[src/hdl/lvdc_defines.vh]
`ifndef LVDC_DEFINES_VH
`define LVDC_DEFINES_VH

// ----------------------------------------------------------------------------
// Register byte offsets
// ----------------------------------------------------------------------------
`define LVDC_ADDR_W          12
`define LVDC_OFS_CTRL        12'h000
`define LVDC_OFS_LEVEL       12'h004
`define LVDC_OFS_MASK        12'h008
`define LVDC_OFS_IRQ_FLAG    12'h00C
`define LVDC_OFS_CAUSE       12'h010

// ----------------------------------------------------------------------------
// Field positions
// ----------------------------------------------------------------------------
`define LVDC_CTRL_BELOW_BIT  0
`define LVDC_CTRL_MODE_BIT   1
`define LVDC_CTRL_SRC_BIT    2
`define LVDC_CTRL_READY_BIT  6
`define LVDC_CTRL_EN_BIT     7
`define LVDC_LEVEL_BIT       0
`define LVDC_MASK_BIT        0
`define LVDC_IRQ_FLAG_BIT    0
`define LVDC_CAUSE_BIT       0

// ----------------------------------------------------------------------------
// Reset values
// ----------------------------------------------------------------------------
`define LVDC_RST_EN          1'b0
`define LVDC_RST_MODE        1'b0
`define LVDC_RST_SRC         1'b0
`define LVDC_RST_LEVEL       1'b0
`define LVDC_RST_MASK        1'b1
`define LVDC_RST_IRQ_FLAG    1'b0
`define LVDC_RST_CAUSE       1'b0

// ----------------------------------------------------------------------------
// Timing
// ----------------------------------------------------------------------------
`define LVDC_CLK_KHZ         40000
`define LVDC_STAB_NS         10000
`define LVDC_STAB_CYC        ((`LVDC_STAB_NS * `LVDC_CLK_KHZ + 999999) / 1000000)
`define LVDC_STAB_W          9

`endif

[src/hdl/lvdc_sync.v]
`timescale 1ns/1ps
`default_nettype none

// ----------------------------------------------------------------------------
// Two-stage level synchroniser, one chain per bit
// ----------------------------------------------------------------------------
module lvdc_sync #(
    parameter WIDTH = 2
) (
    input wire pclk,
    input wire presetn,
    input wire [WIDTH-1:0] d,
    output wire [WIDTH-1:0] q
);

    genvar i;
    generate
        for (i = 0; i < WIDTH; i = i + 1) begin : g_bit
            reg meta_ff;
            reg sync_ff;
            always @(posedge pclk or negedge presetn) begin
                if (!presetn) begin
                    meta_ff <= 1'b0;
                    sync_ff <= 1'b0;
                end else begin
                    meta_ff <= d[i];
                    sync_ff <= meta_ff;
                end
            end
            assign q[i] = sync_ff;
        end
    endgenerate

endmodule // lvdc_sync

`default_nettype wire

[src/hdl/lvdc_top.v]
// The address map and the APB register port were chosen for this implementation.
`timescale 1ns/1ps
`default_nettype none
`include "lvdc_defines.vh"

// What this block does
// - Switching to reset mode while voltage is above level gives no reset.
// - Every reset, the detector's own included, sets the interrupt mask.
// - A reset caused by the detector is recorded in a readable cause flag.
// - In interrupt mode a level crossing raises the request and sets its flag.
// - In interrupt mode, clearing enable while below level raises the request and sets its flag.
// - Mode and source select both reset to zero: interrupt mode on supply.
// - On the supply, the threshold follows the level select bit.
// - Control bit 0 is a read-only flag showing voltage below level.
// - Interrupt requests fire on both falling below and returning above level.
// - Reset mode holds internal reset while below level, releases when above.
// - Enable, mode and source clear on system reset, kept on detector reset.
module lvdc_top (
    input wire pclk,
    input wire presetn,
    input wire psel,
    input wire penable,
    input wire pwrite,
    input wire [`LVDC_ADDR_W-1:0] paddr,
    input wire [31:0] pwdata,
    input wire [3:0] pstrb,
    output wire pready,
    output reg [31:0] prdata,
    output wire pslverr,
    input wire supply_cmp_below,
    input wire ext_cmp_below,
    output wire detect_enable,
    output wire level_select_bit,
    output wire detect_source_select,
    output reg detect_reset_req,
    output reg detect_irq,
    output wire detect_irq_pending
);

    // ------------------------------------------------------------------------
    // State
    // ------------------------------------------------------------------------
    reg en_ff;
    reg mode_ff;
    reg src_ff;
    reg level_ff;
    reg mask_ff;
    reg irq_flag_ff;
    reg cause_ff;
    reg below_ff;
    reg [`LVDC_STAB_W-1:0] stab_cnt_ff;
    wire [1:0] cmp_sync;
    wire below_now;
    wire irq_event;
    wire settled;

    // ------------------------------------------------------------------------
    // Comparator crossing
    // ------------------------------------------------------------------------
    lvdc_sync #(
        .WIDTH(2)
    ) u_sync (
        .pclk(pclk),
        .presetn(presetn),
        .d({ext_cmp_below, supply_cmp_below}),
        .q(cmp_sync)
    );

    // Disabled detector reports above-level, so in interrupt mode a disable while below
    // looks like a return crossing and raises the request by itself.
    assign below_now = en_ff & (src_ff ? cmp_sync[1] : cmp_sync[0]);
    assign irq_event = (below_now ^ below_ff) & ~mode_ff;

    always @(posedge pclk or negedge presetn) begin
        if (!presetn) begin
            below_ff <= 1'b0;
            detect_irq <= 1'b0;
            detect_reset_req <= 1'b0;
        end else begin
            below_ff <= below_now;
            detect_irq <= irq_event;
            detect_reset_req <= below_now & mode_ff;
        end
    end

    assign detect_enable = en_ff;
    assign detect_source_select = src_ff;
    assign level_select_bit = level_ff;
    assign detect_irq_pending = irq_flag_ff & ~mask_ff;

    // ------------------------------------------------------------------------
    // Stabilisation timer
    // ------------------------------------------------------------------------
    // The timer only informs software; the flag itself is never held back,
    // so firmware that ignores the status still sees the raw comparison.
    // The count is reckoned as an integer and cut to the counter width on purpose.
    localparam integer STAB_CYC_INT = `LVDC_STAB_CYC;
    localparam [`LVDC_STAB_W-1:0] STAB_CYC = STAB_CYC_INT[`LVDC_STAB_W-1:0];
    assign settled = (stab_cnt_ff == STAB_CYC);

    always @(posedge pclk or negedge presetn) begin
        if (!presetn) begin
            stab_cnt_ff <= {`LVDC_STAB_W{1'b0}};
        end else if (!en_ff) begin
            stab_cnt_ff <= {`LVDC_STAB_W{1'b0}};
        end else if (!settled) begin
            stab_cnt_ff <= stab_cnt_ff + 1'b1;
        end
    end

    // ------------------------------------------------------------------------
    // APB slave
    // ------------------------------------------------------------------------
    wire wr_en;
    wire rd_setup;
    wire lane0;
    wire hit_ctrl;
    wire hit_level;
    wire hit_mask;
    wire hit_flag;
    wire hit_cause;
    wire mapped;

    assign hit_ctrl = (paddr == `LVDC_OFS_CTRL);
    assign hit_level = (paddr == `LVDC_OFS_LEVEL);
    assign hit_mask = (paddr == `LVDC_OFS_MASK);
    assign hit_flag = (paddr == `LVDC_OFS_IRQ_FLAG);
    assign hit_cause = (paddr == `LVDC_OFS_CAUSE);
    assign mapped = hit_ctrl | hit_level | hit_mask | hit_flag | hit_cause;

    assign pready = 1'b1;
    assign pslverr = psel & penable & ~mapped;
    assign wr_en = psel & penable & pwrite & mapped;
    assign lane0 = pstrb[0];
    assign rd_setup = psel & ~penable & ~pwrite;

    // Configuration bits sit outside the detector-reset path on purpose:
    // only presetn clears them, while the detector's own reset leaves them.
    always @(posedge pclk or negedge presetn) begin
        if (!presetn) begin
            en_ff <= `LVDC_RST_EN;
            mode_ff <= `LVDC_RST_MODE;
            src_ff <= `LVDC_RST_SRC;
            level_ff <= `LVDC_RST_LEVEL;
        end else if (wr_en && lane0) begin
            if (hit_ctrl) begin
                en_ff <= pwdata[`LVDC_CTRL_EN_BIT];
                mode_ff <= pwdata[`LVDC_CTRL_MODE_BIT];
                src_ff <= pwdata[`LVDC_CTRL_SRC_BIT];
            end else if (hit_level) begin
                level_ff <= pwdata[`LVDC_LEVEL_BIT];
            end
        end
    end

    // Mask is forced high by the detector's own reset as well as presetn.
    always @(posedge pclk or negedge presetn) begin
        if (!presetn) begin
            mask_ff <= `LVDC_RST_MASK;
        end else if (detect_reset_req) begin
            mask_ff <= 1'b1;
        end else if (wr_en && lane0 && hit_mask) begin
            mask_ff <= pwdata[`LVDC_MASK_BIT];
        end
    end

    // Write-one-to-clear flags; a new event in the clearing cycle wins.
    always @(posedge pclk or negedge presetn) begin
        if (!presetn) begin
            irq_flag_ff <= `LVDC_RST_IRQ_FLAG;
            cause_ff <= `LVDC_RST_CAUSE;
        end else begin
            if (irq_event) begin
                irq_flag_ff <= 1'b1;
            end else if (wr_en && lane0 && hit_flag && pwdata[`LVDC_IRQ_FLAG_BIT]) begin
                irq_flag_ff <= 1'b0;
            end
            if (detect_reset_req) begin
                cause_ff <= 1'b1;
            end else if (wr_en && lane0 && hit_cause && pwdata[`LVDC_CAUSE_BIT]) begin
                cause_ff <= 1'b0;
            end
        end
    end

    // Read data is captured in the setup cycle so it stands for the whole
    // zero-wait access phase.
    always @(posedge pclk or negedge presetn) begin
        if (!presetn) begin
            prdata <= 32'h00000000;
        end else if (rd_setup) begin
            prdata <= 32'h00000000;
            if (hit_ctrl) begin
                prdata[`LVDC_CTRL_EN_BIT] <= en_ff;
                prdata[`LVDC_CTRL_READY_BIT] <= settled;
                prdata[`LVDC_CTRL_SRC_BIT] <= src_ff;
                prdata[`LVDC_CTRL_MODE_BIT] <= mode_ff;
                prdata[`LVDC_CTRL_BELOW_BIT] <= below_now;
            end else if (hit_level) begin
                prdata[`LVDC_LEVEL_BIT] <= level_ff;
            end else if (hit_mask) begin
                prdata[`LVDC_MASK_BIT] <= mask_ff;
            end else if (hit_flag) begin
                prdata[`LVDC_IRQ_FLAG_BIT] <= irq_flag_ff;
            end else if (hit_cause) begin
                prdata[`LVDC_CAUSE_BIT] <= cause_ff;
            end
        end
    end

endmodule // lvdc_top

`default_nettype wire
[config.mk]
export PLATFORM = sky130hd
export DESIGN_NAME = lvdc_top
export DESIGN_NICKNAME = d
export VERILOG_FILES = /design/src/hdl/lvdc_sync.v /design/src/hdl/lvdc_top.v
export VERILOG_INCLUDE_DIRS = /design/src /design/src/hdl
export SDC_FILE = /design/constraint.sdc
export NUM_CORES = 1
export LEC_CHECK = 0
export BUFFER_PORTS_ARGS = -buffer_cell sky130_fd_sc_hd__buf_2
export CORE_MARGIN = 5
export CORE_UTILIZATION = 35
export CTS_BUF_LIST = sky130_fd_sc_hd__clkbuf_16
export DETAILED_ROUTE_END_ITERATION = 6
export HOLD_SLACK_MARGIN = 0.12
export PLACE_DENSITY = 0.67
export REMOVE_ABC_BUFFERS = 1
export SLEW_MARGIN = 20
export SYNTH_ARGS = -nofsm -noshare
export SYNTH_HDL_FRONTEND = slang
export SYNTH_HIERARCHICAL = 1
export SYNTH_SLANG_ARGS = --single-unit
[constraint.sdc]
create_clock -name pclk -period 2.2 [get_ports pclk]
set_clock_uncertainty 0.2 [all_clocks]
set_input_delay 0.11 -clock pclk [delete_from_list [all_inputs] [get_ports pclk]]
set_output_delay 0.11 -clock pclk [all_outputs]
set_load 0.01 [all_outputs]
# Word-level counts from Yosys, hierarchy flattened

Cells that the tools add are included.

Word-level logic and storage cells: 72
Output and inout bits: 40
Register bits after elaboration: 28
Input bits: 55

Add/sub/neg operators: 1
Equal/unequal tests: 6
Bitwise operators: 21
Reduce and logical (&&, ||, !) cells: 12
Muxes and demuxes: 16

Operators by type and width:

| operator              | count |
|---|---|
| $eq A12 B4 Y1 const B | 2 |
| $mux W9               | 2 |
| $eq A12 B3 Y1 const B | 1 |
| $eq A12 B5 Y1 const B | 1 |
| $logic_not A12 Y1     | 1 |
| $mux W1               | 12 |
| $and A1 B1 Y1         | 10 |
| $add A9 B1 Y9 const B | 1 |
| $eq A9 B9 Y1 const B  | 1 |
| $logic_and A1 B1 Y1   | 6 |
| $not A1 Y1            | 6 |
| $reduce_bool A2 Y1    | 3 |
| $mux W2               | 2 |
| $or A1 B1 Y1          | 4 |
| $reduce_and A3 Y1     | 1 |
| $ne A2 B2 Y1 const B  | 1 |
| $reduce_and A2 Y1     | 1 |
| $xor A1 B1 Y1         | 1 |

# Longest topological paths before layout

Word-level depth: 11
Mapped depth: 6
Depth with buffers taken out: 6

# By module

The synthesis kept the hierarchy.

By module, submodules not included:

| module    | seq. area each (um2) | cells each | area an instance (um2) | instances |
|---|---|---|---|---|
| lvdc_top  | 601.8                | 147        | 1451.4                 | 1 |
| lvdc_sync | 100.1                | 6          | 115.1                  | 1 |

# Least setup slack after synthesis

OpenSTA, ideal clock, no wires.

Path type: register -> register
Start point: register stab_cnt_ff[0]
End point: register stab_cnt_ff[2]
Arrival time: 1.243 ns
Setup time: 0.119 ns
Data required time: 1.881 ns
Period minus slack after synthesis: 1.562 ns
Slack: 0.638 ns
Buffers on the path: 0
Stages on the path, launching flop included: 7
Path through: dfrtp_1 inv_1 ha_1 and4bb_2 nand2_1 and3b_1 o21a_1

Longest elaborated chain between the ends: 3
Elaborated cells on any way between the ends: 5
Those cells by class: 1 x add/sub; 2 x eq/ne; 2 x mux

Ends and longest elaborated chain:

| item                   | line           | RTL |
|---|---|---|
| start, declared        | lvdc_top.v:51  | `` reg [`LVDC_STAB_W-1:0] stab_cnt_ff; `` |
| start signal, assigned | lvdc_top.v:103 | `` stab_cnt_ff <= {`LVDC_STAB_W{1'b0}}; `` |
| start signal, assigned | lvdc_top.v:105 | `` stab_cnt_ff <= {`LVDC_STAB_W{1'b0}}; `` |
| start signal, assigned | lvdc_top.v:107 | `stab_cnt_ff <= stab_cnt_ff + 1'b1;` |
| $add A9 B1 Y9          | lvdc_top.v:107 |  |
| $mux W9                | lvdc_top.v:106 | `end else if (!settled) begin` |
| $mux W9                | lvdc_top.v:104 | `end else if (!en_ff) begin` |

Parallel ways exist; a longest one is shown, timed or not. The select of a mux whose other input is x is not followed.
A chain may end at the register's enable or synchronous reset.

# Worst setup path after layout

Start point: input port paddr[1]
End point: register cause_ff

Longest elaborated chain between the ends: 10
Elaborated cells on any way between the ends: 14
Those cells by class: 4 x eq/ne; 5 x bitwise; 5 x reduce/logical

Ends and longest elaborated chain:

| item                                                                | line           | RTL |
|---|---|---|
| start, declared                                                     | lvdc_top.v:24  | `` input wire [`LVDC_ADDR_W-1:0] paddr, `` |
| $eq A12 B3 Y1 (no source line) or $logic_not A12 Y1 (tied branches) | -              |  |
| $or A1 B1 Y1 (4 in series)                                          | lvdc_top.v:129 | `assign mapped = hit_ctrl \| hit_level \| hit_mask \| hit_flag \| hit_cause;` |
| $and A1 B1 Y1                                                       | lvdc_top.v:133 | `assign wr_en = psel & penable & pwrite & mapped;` |
| $logic_and A1 B1 Y1                                                 | lvdc_top.v:180 | `` end else if (wr_en && lane0 && hit_cause && pwdata[`LVDC_CAUSE_BIT]) begin `` |
| $logic_and A1 B1 Y1 (*) (2 in series)                               | lvdc_top.v:180 |  |
| $reduce_bool A2 Y1 (no source line) (*)                             | -              |  |
| end signal, assigned                                                | lvdc_top.v:171 | `` cause_ff <= `LVDC_RST_CAUSE; `` |
| end, declared                                                       | lvdc_top.v:49  | `reg cause_ff;` |

Mark *: on every way between the ends. The rest lies on a longest branch, timed or not.

==> reports/results.ini <==
[clocking]
cts_sinks=28
cts_tree=done
clk_pin_slew_ps=60
insertion_delay_ps=260
root_buffer=clkbuf_16
htree_num_levels=1
clockBufferDepth=2
numCtsBuffers=3

[logic_synthesis]
synthTopCellsByArea=dfrtp_1 43%, buf_4 14%, mux2_2 2.9%
syn-instance-count=153
yosysTopAreaCell=dfrtp_1
synthTopCellsByCount=30 x buf_4, 27 x dfrtp_1, 10 x nand2_1
synth_ff_type=dfrtp_1
synth-edff-count=0
synth_cell_types=41
ys_seq_area_frac=0.448
netlist.area_leader.share=0.431
synthArstFlopShare=1.00
syn_area_um2=1570
synth-seq-cells=28
yosysWarnings=6
synthMostInstantiatedCell=buf_4
syn_area_per_cell_um2=10.2

[final_layout]
final_net_count=261
drive_gt1_frac=0.251
diodes=0
fin_util=0.445
area_growth_pct=23.7

[placed_design]
globalplace.congestion=0.788
dpl.hpwl_um=2350
port_buffers=35
pre_cts_ws_ps=247

[floorplanning]
die_height_um=76.9
die_area_um2=5910
io_pins=95
num_rows=24
start_util=0.360
core_um2=4350
die_w_um=76.9

[setup_path]
crit_required_ps=2140
start_kind=primary input
rr_worst_depth=6
end_kind=flip-flop
path_max_fanout=3
path_class=in2reg
cp_data_arrival_time_ps=1980

[pwr]
p_leak_nw=0.936
switching_power_uw=232
p_comb_frac=0.088
p_sw_frac=0.201
p_clk_frac=0.458
p_seq_frac=0.454
power.internal_uw=924
peakVddDrop_mv=0.404
power_mw=1.16
p_per_area_nw_per_um2=596

[sta]
fin_tns_setup_ps=0
hold_violations=0
fmax_ghz=0.491
rsz0062_at_grt=false
timing.hold.ws_ps=110
maxSlewHeadroom=0.566
slew_violations=0
worstMarginPinSlew_ps=644
period_needed_ps=2040
finalCritPeriodShare=0.926
postLayoutSetupSlackWorst_ps=162
setup_violations=0

[drt]
wire_per_inst_um=12.7
drtAntennaViolNets=0
drtIter0Drc=64
dr.pass1.iters=4
wirelength_um=3240
viasPerCell=4.73
drc=0
vias=1205

[global_routing]
grt_use_total=0.108
grt_pass1_wl_um=5370
grt_use_met1=0.133
globalRouteMet2Util=0.180
grt_util_met3=0.0141
grt_pass1_vias=1208
grt_max_degree=29
grt-busiest-layer=met2
gr-total-overflow=0
antenna_found_initial=0

[hold_path]
hp-class=in2reg
whs_path_depth=4

[status]
status=finished, final reports clean

[flow_run]
maxCapViolations=0

==> worst paths after layout <==
kind	startpoint	slack [ps]	to
worst max-delay path	paddr[1]	160	cause_ff
worst min-delay path	pstrb[0]	110	cause_ff
worst max register to register	stab_cnt_ff[0]	540	stab_cnt_ff[2]
worst min register to register	u_sync/g_bit[1].meta_ff	150	u_sync/g_bit[1].sync_ff
max in group asynchronous	presetn	1220	level_select_bit
min in group asynchronous	presetn	190	stab_cnt_ff[4]
==> stage by stage <==
step           cells  instance area (um^2)
3_5_place_dp     236                  1680
6_report         255                  1940
2_1_floorplan    148                  1440
5_1_grt          255                  1940
3_3_place_gp     236                  1680
4_1_cts          255                  1940
==> power by group through the flow <==
stage	Clock [mW]	Combinational [mW]	Sequential [mW]
floorplan	0	0.0363	0.535
global placement	0	0.0813	0.534
detailed placement	0	0.0821	0.535
CTS	0.540	0.0990	0.525
global route	0.561	0.112	0.525
finish	0.530	0.102	0.525
==> cells by family (layout without fill, tap and decap cells) <==
group                      Yosys count  in the layout  share of synthesized area
and+or+nand+nor                     52             52                      0.203
other                                2             28                    0.00479
DFF                                 28             28                      0.448
muxes                                5              5                     0.0359
buffers and inverters               38             62                      0.163
xor gates and xnor gates             5              5                     0.0280
adders and majority gates            2              2                     0.0160
AOI/OAI and AO/OA                   21             21                      0.101
==> metal layers <==
layer	share of wire	wire, um
met1	0.40	1310
met2	0.51	1650
met3	0.059	192
met4	0.027	87
met5	0	0
==> cells in the final DEF, fill, tap and decap left out, drive strengths merged, types with 2 or more instances in the layout <==
master and instances:
a21boi 4, a22o 3, and2 5, and3 3
and4bb 2, buf 36, clkbuf 3, conb 28
dfrtp 27, dlygate4sd3 15, ha 2, inv 7
mux2 5, nand2 10, nand3 7, nand4 4
nor2 6, nor2b 2, nor4 3, o21ai 4
o41ai 2, or3 3, or3b 2, xnor2 5
==> registers in the layout, summed over array words and instances (netlist names) <==
name                  count
below_ff                  1
cause_ff                  1
detect_enable             1
detect_irq                1
detect_reset_req          1
detect_source_select      1
irq_flag_ff               1
level_select_bit          1
mask_ff                   1
mode_ff                   1
prdata                    5
stab_cnt_ff               9
u_sync/g_bit.meta_ff      2
u_sync/g_bit.sync_ff      2
==> worst max-delay path: stages <==
cell	delay (ps)
buf_2	110
nor4_1	590
nand3_1	190
dlygate4sd3_1	600
o41ai_1	300
nand2_1	90
==> what timing repair did <==
item                                   in CTS  in global routing
hold buffers                               15                  0
resized for setup                           0                  0
buffers inserted                            0                  0
endpoints found under the hold margin      42                  0
==> cell type report <==
type / instances / area, um^2
Clock inverter: 1 / 30.0
Inverter: 7 / 26.3
Multi-Input combinational cell: 113 / 707
Fill cell: 406 / 2420
Clock buffer: 3 / 75.1
Tap cell: 52 / 65.1
Timing Repair Buffer: 51 / 333
Sequential cell: 28 / 702
(Power assumes the default switching activity.)
